$ cat config.mk
export PLATFORM = sky130hd
export DESIGN_NAME = positioner_standard_pio
export DESIGN_NICKNAME = d
export VERILOG_FILES = /design/src/positioner_standard_pio.v
export VERILOG_INCLUDE_DIRS = /design/src
export SDC_FILE = /design/constraint.sdc
export NUM_CORES = 1
export LEC_CHECK = 0
export ABC_AREA = 0
export BUFFER_PORTS_ARGS = -buffer_cell sky130_fd_sc_hd__buf_4
export CORE_MARGIN = 4
export CORE_UTILIZATION = 50
export CTS_BUF_LIST = sky130_fd_sc_hd__clkbuf_8
export DETAILED_ROUTE_END_ITERATION = 6
export GPL_TIMING_DRIVEN = 0
export HOLD_SLACK_MARGIN = 0.05
export PLACE_DENSITY = 0.79
export SETUP_SLACK_MARGIN = 0.5
export SKIP_LAST_GASP = 1
export SYNTH_ARGS = -nofsm -noshare
export SYNTH_HDL_FRONTEND = slang
export SYNTH_SLANG_ARGS = --single-unit
$ cat constraint.sdc
create_clock -name clock_i -period 4.2 [get_ports clock_i]
set_input_delay 0 -clock clock_i [delete_from_list [all_inputs] [get_ports clock_i]]
set_output_delay 0 -clock clock_i [all_outputs]
set_load 0.005 [all_outputs]
$ cat src/positioner_consts.vh
/*
 * Constants for the standard-mode parallel I/O command block: register
 * offsets, field positions, reset values and timing figures.
 * Assumes it is included by its bare name from the design file.
 */
`ifndef POSITIONER_CONSTS_VH
`define POSITIONER_CONSTS_VH

// ********************************************************************
// Register offsets on the plain register port.
// ********************************************************************
`define REG_CONFIG        4'h0
`define REG_STATUS        4'h4
`define REG_INDEX         4'h8

// ********************************************************************
// Configuration register fields and reset values.
// ********************************************************************
`define CFG_MODE_LSB      0
`define CFG_MODE_MSB      7
`define CFG_ENC_LSB       8
`define CFG_ENC_MSB       15
`define CFG_TWO_AXIS_BIT  16
`define MODE_STANDARD     8'h01
`define MODE_RESET        8'h01
`define ENC_RESET         8'h00
`define ENC_BINARY        8'h00

// ********************************************************************
// Status register bit positions.
// ********************************************************************
`define ST_FAULT_N        0
`define ST_READY          1
`define ST_IN_POS         2
`define ST_HOME_DONE      3
`define ST_DRIVE_ON       4
`define ST_PRESS_DONE     5
`define ST_SYS_BATT       6
`define ST_ENC_BATT       7
`define ST_ALARM          8
`define ST_HOME_ERR       9
`define ST_INDEX_ERR      10
`define ST_ACTIVE         11

// ********************************************************************
// Index limits and widths.
// ********************************************************************
`define INDEX_PINS        13
`define INDEX_W           11
`define INDEX_MAX         11'h5dc

// ********************************************************************
// Timing: least index setup before the trigger, in ns, and cycles.
// ********************************************************************
`define CLK_PERIOD_NS     5
`define INDEX_SETUP_NS    6000000
`define INDEX_SETUP_CYC   ((`INDEX_SETUP_NS + `CLK_PERIOD_NS - 1) / `CLK_PERIOD_NS)

`endif

$ cat src/positioner_standard_pio.v
/*
 * Standard-mode parallel I/O command block of an actuator positioner.
 * It synchronises the discrete host inputs, detects their edges, decodes
 * the target index and issues command pulses to the motion core; it
 * drives the status pins from motion-core events.
 * Assumes the motion core and the register master run on clock_i; the
 * discrete host inputs are asynchronous to it.
 * The motion core, the position table and the servo loop live outside
 * this file and meet it only through the core ports.
 */
`timescale 1ns/1ps
`include "positioner_consts.vh"

module positioner_standard_pio (
	input  wire        clock_i,
	input  wire        rst_n_i,
	input  wire        move_trigger_i,
	input  wire        homing_i,
	input  wire        drive_enable_in_i,
	input  wire        push_i,
	input  wire        hold_n_i,
	input  wire        abort_n_i,
	input  wire        interpolation_i,
	input  wire        fault_clear_i,
	input  wire [12:0] target_index_i,
	input  wire        core_ready_i,
	input  wire        servo_on_i,
	input  wire        move_done_i,
	input  wire        in_band_i,
	input  wire        home_done_i,
	input  wire        push_ok_i,
	input  wire        push_miss_i,
	input  wire        alarm_event_i,
	input  wire        sys_batt_warn_i,
	input  wire        enc_batt_warn_i,
	input  wire [3:0]  reg_addr_i,
	input  wire [31:0] reg_wdata_i,
	input  wire        reg_wr_i,
	input  wire        reg_rd_i,
	output reg  [31:0] reg_rdata_o,
	output reg         fault_n_o,
	output reg         controller_ready_o,
	output reg         in_position_done_o,
	output reg         homing_done_o,
	output reg         drive_on_out_o,
	output reg         press_done_o,
	output reg         sysmem_batt_low_o,
	output reg         encoder_batt_low_o,
	output reg         start_move_o,
	output reg         start_home_o,
	output reg         push_mode_o,
	output reg         interp_mode_o,
	output reg  [10:0] move_index_o,
	output reg         servo_enable_o,
	output reg         decel_stop_o,
	output reg         cancel_travel_o,
	output reg         alarm_clear_o
);

	// ****************************************************************
	// Input synchronisers.
	// ****************************************************************
	localparam NSYNC = 21;

	wire [NSYNC-1:0] raw_in;
	reg  [NSYNC-1:0] sync_a;
	reg  [NSYNC-1:0] sync_b;
	reg  [NSYNC-1:0] sync_prev;

	// Packed pin order, low bit first: 0 trigger, 1 homing, 2 drive enable,
	// 3 push, 4 hold_n, 5 abort_n, 6 interpolation, 7 fault clear and
	// 8 to 20 the index pins. The picks below depend on this order.
	assign raw_in = {target_index_i, fault_clear_i, interpolation_i, abort_n_i,
	                 hold_n_i, push_i, drive_enable_in_i, homing_i, move_trigger_i};

	// Two synchroniser flops per pin plus sync_prev; the logic below reads only sync_b and sync_prev.
	// The two active-low pins reset to their idle high level, so the
	// release of reset shows neither a pause nor a cancel edge.
	genvar gi;
	generate
		for (gi = 0; gi < NSYNC; gi = gi + 1) begin : g_sync
			always @(posedge clock_i or negedge rst_n_i) begin
				if (!rst_n_i) begin
					sync_a[gi]    <= (gi == 4 || gi == 5) ? 1'b1 : 1'b0;
					sync_b[gi]    <= (gi == 4 || gi == 5) ? 1'b1 : 1'b0;
					sync_prev[gi] <= (gi == 4 || gi == 5) ? 1'b1 : 1'b0;
				end else begin
					sync_a[gi]    <= raw_in[gi];
					sync_b[gi]    <= sync_a[gi];
					sync_prev[gi] <= sync_b[gi];
				end
			end
		end
	endgenerate

	// Synchronised levels, named for the logic that reads them.
	wire        trig_s  = sync_b[0];
	wire        drv_s   = sync_b[2];
	wire        push_s  = sync_b[3];
	wire        hold_s  = sync_b[4];
	wire        abort_s = sync_b[5];
	wire        line_s  = sync_b[6];
	wire [12:0] idx_s   = sync_b[20:8];

	// Rising edge of one synchronised pin from two successive samples.
	// A falling edge is the rising edge of the inverted pair.
	function rising;
		input now_v;
		input was_v;
		begin
			rising = now_v & ~was_v;
		end
	endfunction

	// Edges come from successive synchronised samples, never from the raw
	// pins, so every edge lasts exactly one clock cycle and no pin change
	// between two clock edges can be caught half-way.
	wire trig_rise  = rising(sync_b[0], sync_prev[0]);
	wire home_rise  = rising(sync_b[1], sync_prev[1]);
	wire abort_fall = rising(~sync_b[5], ~sync_prev[5]);
	wire clear_rise = rising(sync_b[7], sync_prev[7]);

	// ****************************************************************
	// Index decoding.
	// ****************************************************************
	// Binary: pin k weighs 2^(k-1), but pin 13 weighs 2^11. BCD: four digit groups, top pin is
	// the thousands digit. Digits above nine are not trapped here; the
	// range check below catches the results that would overflow.
	// The tens digit is built as eight times plus two times the digit, which
	// keeps that term to shifts and adds.
	function [11:0] decode_index;
		input [12:0] pins;
		input        bcd;
		begin
			if (bcd)
				decode_index = {8'h00, pins[3:0]}
				             + {5'h00, pins[7:4], 3'b000} + {7'h00, pins[7:4], 1'b0}
				             + ({8'h00, pins[11:8]} * 12'd100)
				             + (pins[12] ? 12'd1000 : 12'd0);
			else
				decode_index = {1'b0, pins[10:0]}
				             | (pins[12:11] != 2'b00 ? 12'h800 : 12'h000);
		end
	endfunction

	// ****************************************************************
	// Configuration register.
	// ****************************************************************
	// Configuration setting: operation mode, index encoding, two axes.
	reg  [7:0] cfg_mode;
	reg  [7:0] cfg_enc;
	reg        cfg_two_axis;

	// The pattern only acts in standard mode; any other mode value parks
	// every command and level control while the status pins still update.
	wire active  = (cfg_mode == `MODE_STANDARD);
	wire use_bcd = (cfg_enc != `ENC_BINARY);

	// Index as a number, and whether it lies beyond the top position.
	wire [11:0] idx_value = decode_index(idx_s, use_bcd);
	wire        idx_bad   = (idx_value > {1'b0, `INDEX_MAX});

	// Register address match, shared by the write and read paths so the
	// two sides of the port cannot disagree on the map.
	function addr_is;
		input [3:0] addr;
		input [3:0] offset;
		begin
			addr_is = (addr == offset);
		end
	endfunction

	wire sel_config = addr_is(reg_addr_i, `REG_CONFIG);
	wire sel_status = addr_is(reg_addr_i, `REG_STATUS);
	wire sel_index  = addr_is(reg_addr_i, `REG_INDEX);

	// Only the configuration word is writable; writes elsewhere vanish.
	always @(posedge clock_i or negedge rst_n_i) begin
		if (!rst_n_i) begin
			cfg_mode     <= `MODE_RESET;
			cfg_enc      <= `ENC_RESET;
			cfg_two_axis <= 1'b0;
		end else if (reg_wr_i && sel_config) begin
			cfg_mode     <= reg_wdata_i[`CFG_MODE_MSB:`CFG_MODE_LSB];
			cfg_enc      <= reg_wdata_i[`CFG_ENC_MSB:`CFG_ENC_LSB];
			cfg_two_axis <= reg_wdata_i[`CFG_TWO_AXIS_BIT];
		end
	end

	// ****************************************************************
	// Command acceptance.
	// ****************************************************************
	// Move and home commands are only taken while the pattern is active and the drive
	// is enabled; otherwise they vanish silently, with no error.
	// A command lost that way is not replayed when the drive comes back;
	// the host must raise the pin again.
	wire cmd_ok     = active & drv_s;
	wire take_move  = cmd_ok & trig_rise;
	wire take_home  = cmd_ok & home_rise;
	wire home_miss  = take_move & ~homing_done_o;
	wire range_miss = take_move & homing_done_o & idx_bad;
	wire go_move    = take_move & homing_done_o & ~idx_bad;
	wire clear_ok   = active & clear_rise;

	// Latched error flags behind the fault pin and the status word.
	reg alarm;
	reg home_err;
	reg index_err;

	// Alarm flags: a new event in the clear cycle wins over the clear.
	always @(posedge clock_i or negedge rst_n_i) begin
		if (!rst_n_i) begin
			alarm     <= 1'b0;
			home_err  <= 1'b0;
			index_err <= 1'b0;
		end else begin
			alarm     <= alarm_event_i | home_miss | range_miss
			           | (alarm & ~clear_ok);
			home_err  <= home_miss | (home_err & ~clear_ok);
			index_err <= range_miss | (index_err & ~clear_ok);
		end
	end

	// Command pulses and mode qualifiers to the motion core.
	// The qualifiers are held until the next accepted move, so the core
	// may read them at any time during travel.
	always @(posedge clock_i or negedge rst_n_i) begin
		if (!rst_n_i) begin
			start_move_o    <= 1'b0;
			start_home_o    <= 1'b0;
			push_mode_o     <= 1'b0;
			interp_mode_o   <= 1'b0;
			move_index_o    <= 11'h000;
			cancel_travel_o <= 1'b0;
			alarm_clear_o   <= 1'b0;
		end else begin
			start_move_o    <= go_move;
			start_home_o    <= take_home;
			cancel_travel_o <= active & abort_fall;
			alarm_clear_o   <= clear_ok;
			if (go_move) begin
				move_index_o  <= idx_value[10:0];
				push_mode_o   <= push_s;
				interp_mode_o <= line_s & cfg_two_axis;
			end
		end
	end

	// Level controls: servo enable and pause. The index setup time is
	// the host's job; the block samples the index on the trigger edge.
	// Pause and cancel both stop the axis; only cancel also drops the
	// remaining travel, through its own pulse.
	always @(posedge clock_i or negedge rst_n_i) begin
		if (!rst_n_i) begin
			servo_enable_o <= 1'b0;
			decel_stop_o   <= 1'b0;
		end else begin
			servo_enable_o <= active & drv_s;
			decel_stop_o   <= active & (~hold_s | ~abort_s);
		end
	end

	// ****************************************************************
	// Status outputs.
	// ****************************************************************
	// Core levels and the inverted alarm flag, one cycle late so that each pin comes
	// straight from a flop.
	always @(posedge clock_i or negedge rst_n_i) begin
		if (!rst_n_i) begin
			fault_n_o          <= 1'b1;
			controller_ready_o <= 1'b0;
			drive_on_out_o     <= 1'b0;
			sysmem_batt_low_o  <= 1'b0;
			encoder_batt_low_o <= 1'b0;
		end else begin
			fault_n_o          <= ~alarm;
			controller_ready_o <= core_ready_i;
			drive_on_out_o     <= servo_on_i;
			sysmem_batt_low_o  <= sys_batt_warn_i;
			encoder_batt_low_o <= enc_batt_warn_i;
		end
	end

	// Positioning complete drops on a new move and sets only once the
	// trigger is released and the core reports the deviation in band.
	// A paused or de-energised axis cannot set complete; a set flag holds until the next move.
	always @(posedge clock_i or negedge rst_n_i) begin
		if (!rst_n_i) begin
			in_position_done_o <= 1'b0;
		end else if (go_move) begin
			in_position_done_o <= 1'b0;
		end else if (move_done_i && in_band_i && !trig_s && hold_s && servo_on_i) begin
			in_position_done_o <= 1'b1;
		end
	end

	// Home done clears on a new home command, so a failed re-home does
	// not leave a stale completion showing; a completion in the same
	// cycle as a new command wins.
	always @(posedge clock_i or negedge rst_n_i) begin
		if (!rst_n_i) begin
			homing_done_o <= 1'b0;
		end else if (home_done_i) begin
			homing_done_o <= 1'b1;
		end else if (take_home) begin
			homing_done_o <= 1'b0;
		end
	end

	// Press done sets on a successful push and drops on a miss or on the
	// start of the next move, so it always belongs to the latest push.
	always @(posedge clock_i or negedge rst_n_i) begin
		if (!rst_n_i) begin
			press_done_o <= 1'b0;
		end else if (push_ok_i) begin
			press_done_o <= 1'b1;
		end else if (push_miss_i || go_move) begin
			press_done_o <= 1'b0;
		end
	end

	// ****************************************************************
	// Register read port.
	// ****************************************************************
	// Status word: the pins as driven, then the latched error flags, then the active bit.
	wire [31:0] status_word = {20'h00000, active, index_err, home_err, alarm,
	                           encoder_batt_low_o, sysmem_batt_low_o, press_done_o,
	                           drive_on_out_o, homing_done_o, in_position_done_o,
	                           controller_ready_o, fault_n_o};

	// Read data stand in the cycle after the strobe only; zero otherwise.
	always @(posedge clock_i or negedge rst_n_i) begin
		if (!rst_n_i) begin
			reg_rdata_o <= 32'h00000000;
		end else if (reg_rd_i) begin
			if (sel_config)
				reg_rdata_o <= {15'h0000, cfg_two_axis, cfg_enc, cfg_mode};
			else if (sel_status)
				reg_rdata_o <= status_word;
			else if (sel_index)
				reg_rdata_o <= {21'h000000, move_index_o};
			else
				reg_rdata_o <= 32'h00000000;
		end else begin
			reg_rdata_o <= 32'h00000000;
		end
	end

endmodule // positioner_standard_pio

Word level (Yosys, flattened, before mapping)
Cells that the tools add are included.

word-level totals
  bits in writable memories = 0
  output and inout bits = 59
  bits in read-only memories = 0
  bits in latches = 0
  memories kept = 0
  logic and storage cells = 139
  register bits after elaboration = 125
  input port bits = 71

cells by class
  add/subtract/negate cells = 4
  divide/modulo/power cells = 0
  $lt $le $gt $ge = 1
  shift-type cells = 0
  reductions and logical operators = 13
  bitwise logic cells = 34
  mux-type cells = 13
  equal/unequal tests = 3
  multiply operators = 1

operators with widths
  cell                    count
  $mux W32                3
  $mux W12                2
  $and A1 B1 Y1           18
  $add A12 B10 Y12        1
  $add A9 B11 Y12         1
  $gt A12 B11 Y1 const B  1
  $or A11 B12 Y12         1
  $mux W11                1
  $mux W10                1
  $add A8 B5 Y9           1
  $mul A4 B5 Y9 const B   1
  $not A1 Y1              9
  $add A4 B7 Y8           1
  $eq A8 B1 Y1 const B    1
  $reduce_bool A2 Y1      4
  $reduce_bool A8 Y1      1
  $mux W1                 6
  $or A1 B1 Y1            6
  $logic_and A1 B1 Y1     5
  $eq A4 B3 Y1 const B    1
  $eq A4 B4 Y1 const B    1
  $logic_not A4 Y1        1
  $logic_not A1 Y1        1
  $logic_or A1 B1 Y1      1

Logic depth before layout (Yosys ltp)
  depth in word-level cells = 11
  mapped depth = 17
  mapped depth without buffers = 16

Worst setup path before layout
Ideal clock, no wire load.

  path kind = register to register
  from = register sync_b[16] (netlist: idx_s[8])
  to = register move_index_o[3]
  cell stages (with the launch flop) = 18
  library setup time = 125 ps
  period minus slack after synthesis = 4568 ps
  path slack = -368 ps
  arrival = 4443 ps
  buffers on the path = 2
  data required time = 4075 ps
  path through = dfrtp_1 ha_1 ha_1 inv_1 fa_1 xnor2_1 ha_1 ha_1 ha_1 ha_1 clkbuf_1 a21oi_1 nor2_1 or4b_4 a21o_1 a221oi_4 buf_6 mux2_4

between the ends
  word-level cells in the longest chain between the ends = 7
  elaborated cells between the ends (all ways) = 8
  classes of those cells = add/sub (2); mul (1); order compare (1); mux (1); bitwise (3)

RTL lines
  item                              line                           text
  start: declaration                positioner_standard_pio.v:67   reg [NSYNC-1:0] sync_b;
  start signal: indexed assignment  positioner_standard_pio.v:85   sync_b[gi] <= (gi == 4 || gi == 5) ? 1'b1 : 1'b0;
  start signal: indexed assignment  positioner_standard_pio.v:89   sync_b[gi] <= sync_a[gi];
  $mul A4 B5 Y9                     positioner_standard_pio.v:138  + ({8'h00, pins[11:8]} * 12'd100)
  $add A9 B11 Y12                   positioner_standard_pio.v:138
  $add A12 B10 Y12                  positioner_standard_pio.v:139  + (pins[12] ? 12'd1000 : 12'd0);
  $mux W12 (*)                      positioner_standard_pio.v:135  if (bcd)
  $gt A12 B11 Y1                    positioner_standard_pio.v:161  wire idx_bad = (idx_value > {1'b0, `INDEX_MAX});
  $not A1 Y1                        positioner_standard_pio.v:202  wire go_move = take_move & homing_done_o & ~idx_bad;
  $and A1 B1 Y1                     positioner_standard_pio.v:202
  end signal: assignment            positioner_standard_pio.v:242  move_index_o <= idx_value[10:0];
  end: declaration                  positioner_standard_pio.v:53   output reg [10:0] move_index_o,

Every way passes the cells marked *; elsewhere a longest branch is shown, timed or not.
A chain may end at the register's enable or synchronous reset.

Worst setup path in the final report
  from = register sync_b[16] (netlist: idx_s[8])
  to = register move_index_o[7]

The elaborated chain is that of the path after synthesis.

==> flow_metrics.tcl <==
set metrics [dict create \
    timing.final.ws_setup_ns -0.453 \
    critical_path.cell_chain "ha_4 -> ha_4 -> inv_2 -> fa_2 -> xnor2_2 -> ha_1 -> ha_1 -> ha_1 -> ha_1 -> clkbuf_8 -> a21oi_2 -> nor2_1 -> or4b_4 -> a21o_4 -> a221oi_4 -> buf_6 -> mux2_4" \
    clock_tree.buffer_depth 2 \
    synthCells 415 \
    ir_drop_uv 283 \
    die_h_um 108 \
    fp.dieArea_sq_mm 0.0117 \
    synth.ff_latch_count 110 \
    timing.critical_path.arrival_ns 4.91 \
    areaGrowthSynthToFinish_pct 42.7 \
    cts_root_buf "sky130_fd_sc_hd__clkbuf_8" \
    vias_per_cell 5.39 \
    fp-row-count 36 \
    setup.worst_path.end_class "flop" \
    drcViolationCount 0 \
    clkSinkCount 110 \
    placed_cells 661 \
    beginning_of_the_worst_register_to_register_path "idx_s[8]" \
    fraction_of_the_core_area_covered_by_cells_at_the_end_of_the_flow 0.734 \
    layout-drive-gt1-share 0.341 \
    min_period_over_period 1.11 \
    coreArea_sq_mm 0.00977 \
    crit_path_top_delay_cell "sky130_fd_sc_hd__or4b_4" \
    final_cell_mix "sky130_fd_sc_hd__buf_4 (122), sky130_fd_sc_hd__dfrtp_1 (99), sky130_fd_sc_hd__dlygate4sd3_1 (59), sky130_fd_sc_hd__nand2_1 (35), sky130_fd_sc_hd__o21ai_0 (31)" \
    max_slew.worst_pin.slew_ns 0.870 \
    antenna_violating_nets_post_route 0 \
    final.setup_skew_ns 0.0253 \
    finalWorstPathRequiredPeriod_ns 4.65 \
    crit_path_max_incr_delay_ns 0.54 \
    holdCritPathClass "in2reg" \
    place.detailed.hpwl_mm 8.47 \
    setup_violations 16 \
    timing_hold_violations_final 0 \
    grt_max_degree 111 \
    die_w_um 108 \
    synth_cell_types 49 \
    synth_edf_count 0 \
    finalWeightedCongestion 0.850 \
    nets 731 \
    insertedDiodeCount 0 \
    ys.warnings.count 0 \
    synth_top_cell_by_area "sky130_fd_sc_hd__dfrtp_1" \
    run_status "complete, but fails checks" \
    synth_top_area_share 0.513 \
    primary_ff_master_synth "sky130_fd_sc_hd__dfrtp_1" \
    grt_first_pass_wirelength_mm 21.1 \
    relSlewSlack 0.415 \
    worstPathRequired_ns 4.45 \
    grt_overflow 0 \
    cts.htree.levels 3 \
    port_buffers 99 \
    crit_path_start "idx_s[8]" \
    clkLatencyLatePin_ns 0.38 \
    critPathLaunchType "flop" \
    instances_no_fill 755 \
    drt_pass1_iterations 5 \
    power_density_mw_per_mm2 437 \
    routed_wire_length_per_instance_um 17.8 \
    tritoncts "done" \
    commonest_non_fill_non_tap_cell_in_the_layout "sky130_fd_sc_hd__buf_4" \
    rsz0062_at_grt "yes" \
    drtIter0Drc 445 \
    placement.setup.worst_slack_ns -0.742 \
    via_count_of_the_first_global_routing_pass 4237 \
    synth_area_per_cell_sq_um 12.1 \
    synth_area_leaders "sky130_fd_sc_hd__dfrtp_1 (51%), sky130_fd_sc_hd__ha_1 (8.2%), sky130_fd_sc_hd__mux2_2 (4.7%)" \
    worst_setup_hold_path_clk_slew_ns 0.12 \
    ios 130 \
    netlist_area_sq_mm 0.00503 \
    failed_checks "setup timing" \
    cts_inserted_buffers 9 \
    antenna_found_initial 0 \
    floorplan.initialDensity 0.514 \
    ys_async_sr_fraction 1.00 \
    sequential_cell_area_fraction_in_the_yosys_report 0.549 \
    hold_start "reg_wr_i" \
    grt_util_all_layers 0.234 \
    timing.critical_path.mode_cell "sky130_fd_sc_hd__ha_1" \
    power.leakage_nw 3.50 \
    path_max_fanout 5 \
    finalMaxSlewViolations 0 \
    maxCapViolCount 0 \
    fmax_mhz 215 \
    drt_wl_total_mm 13.4 \
    detailroute.via_count 4069 \
    crit_type "reg2reg" \
]
final cells by class:
type,instances,area (sq um)
clock buffers,9,124
fillers,591,2600
multi-input cells,262,2210
flip-flops and latches,110,2770
inverters,30,113
clock inverters,7,85.1
well taps,133,166
repair buffers,177,1530
plain buffers,27,175
report_power, final:
| group | switching (mW) | internal (mW) |
|---|---|---|
| Combinational | 0.577 | 0.657 |
| Sequential | 0.0929 | 1.16 |
| Clock | 0.402 | 0.239 |
| Total | 1.07 | 2.06 |
repair_timing:
| item | CTS | global route |
|---|---|---|
| hold buffers | 58 | 1 |
| setup buffers | 16 | 1 |
| endpoints found under the setup margin | 18 | 18 |
| pin swaps | 7 | 3 |
| resized for setup | 34 | 6 |
| cloned | 1 | 0 |
| hold endpoints to repair | 157 | 6 |
worst max-delay path: cells and delay by family, from the launching register on:
kind | cells | cell delay [ns]
AO/OA/AOI/OAI | 3 | 0.71
XOR/XNOR | 1 | 0.16
adder cells (fa/ha/maj) | 7 | 1.93
buffers and inverters | 3 | 0.38
flip-flops | 1 | 0.45
multiplexers | 1 | 0.30
AND/OR/NAND/NOR | 2 | 0.59
synthesized netlist by cell type, types with 2 or more instances:
cell and count:
sky130_fd_sc_hd__nor4b_1 2, sky130_fd_sc_hd__nor3_1 7, sky130_fd_sc_hd__o21ai_0 34, sky130_fd_sc_hd__mux2_2 21, sky130_fd_sc_hd__mux2i_1 4, sky130_fd_sc_hd__nand4_1 3
sky130_fd_sc_hd__a2111oi_0 2, sky130_fd_sc_hd__nor2_1 11, sky130_fd_sc_hd__mux2_4 7, sky130_fd_sc_hd__nor3b_1 4, sky130_fd_sc_hd__nor2b_1 2, sky130_fd_sc_hd__o21bai_1 2
sky130_fd_sc_hd__o21a_1 3, sky130_fd_sc_hd__a31oi_1 2, sky130_fd_sc_hd__and3b_1 2, sky130_fd_sc_hd__inv_1 30, sky130_fd_sc_hd__fa_1 10, sky130_fd_sc_hd__a21o_1 4
sky130_fd_sc_hd__dfrtp_1 103, sky130_fd_sc_hd__clkbuf_1 9, sky130_fd_sc_hd__nand2b_1 3, sky130_fd_sc_hd__a21oi_1 16, sky130_fd_sc_hd__xnor2_1 6, sky130_fd_sc_hd__and2_1 3
sky130_fd_sc_hd__buf_4 15, sky130_fd_sc_hd__buf_1 2, sky130_fd_sc_hd__a211oi_1 5, sky130_fd_sc_hd__nand2_1 35, sky130_fd_sc_hd__nand3_1 2, sky130_fd_sc_hd__ha_1 33
sky130_fd_sc_hd__nor4_1 4, sky130_fd_sc_hd__dfstp_2 7, sky130_fd_sc_hd__and3_1 6
flip-flops by register name, indices dropped and copies added (netlist names), 2 cells and up:
name / flops
cfg_enc: 8
cfg_mode: 8
idx_s: 13
move_index_o: 11
reg_rdata_o: 17
sync_a: 21
sync_b: 2
sync_prev: 4
stage by stage:
step	power (mW)	TNS [ns]	hold slack, ns	instance area, sq um
floorplan	1.82	-2.58	-0.296	5120
global placement	2.08	-8.01	0.109	6030
detailed placement	2.12	-9.77	0.109	6030
CTS	3.03	-5.30	0.214	7100
global route	3.28	-8.01	0.223	7170
finish	3.13	-6.18	0.222	7170
routing by layer:
layer  up-vias  share of wire  GRT usage
met5         -              0          0
li1       1806              -          -
met4         0          0.036     0.0893
met2       231           0.50      0.407
met3        54          0.076     0.0454
met1      1978           0.38      0.290
cell families after synthesis:
logic type	Yosys count	synth area share
flip-flops	110	0.549
AND/OR/NAND/NOR	87	0.0879
AO/OA/AOI/OAI	78	0.0966
buffers and inverters	57	0.0553
adder cells (fa/ha/maj)	43	0.122
multiplexers	32	0.0759
XOR/XNOR	7	0.0122
other	1	0.000746
worst paths after layout:
check                      depth (start not counted)  slack [ns]         endpoint
hold reg to reg                                    0        0.35           hold_s
hold / removal                                     3        0.22       cfg_enc[6]
setup reg to reg                                  17       -0.45  move_index_o[7]
min in group asynchronous                          3        0.52  reg_rdata_o[12]
max in group asynchronous                          4        2.98         idx_s[9]
setup / recovery                                  17       -0.45  move_index_o[7]
Note: power is estimated with default switching activity, not from simulation.
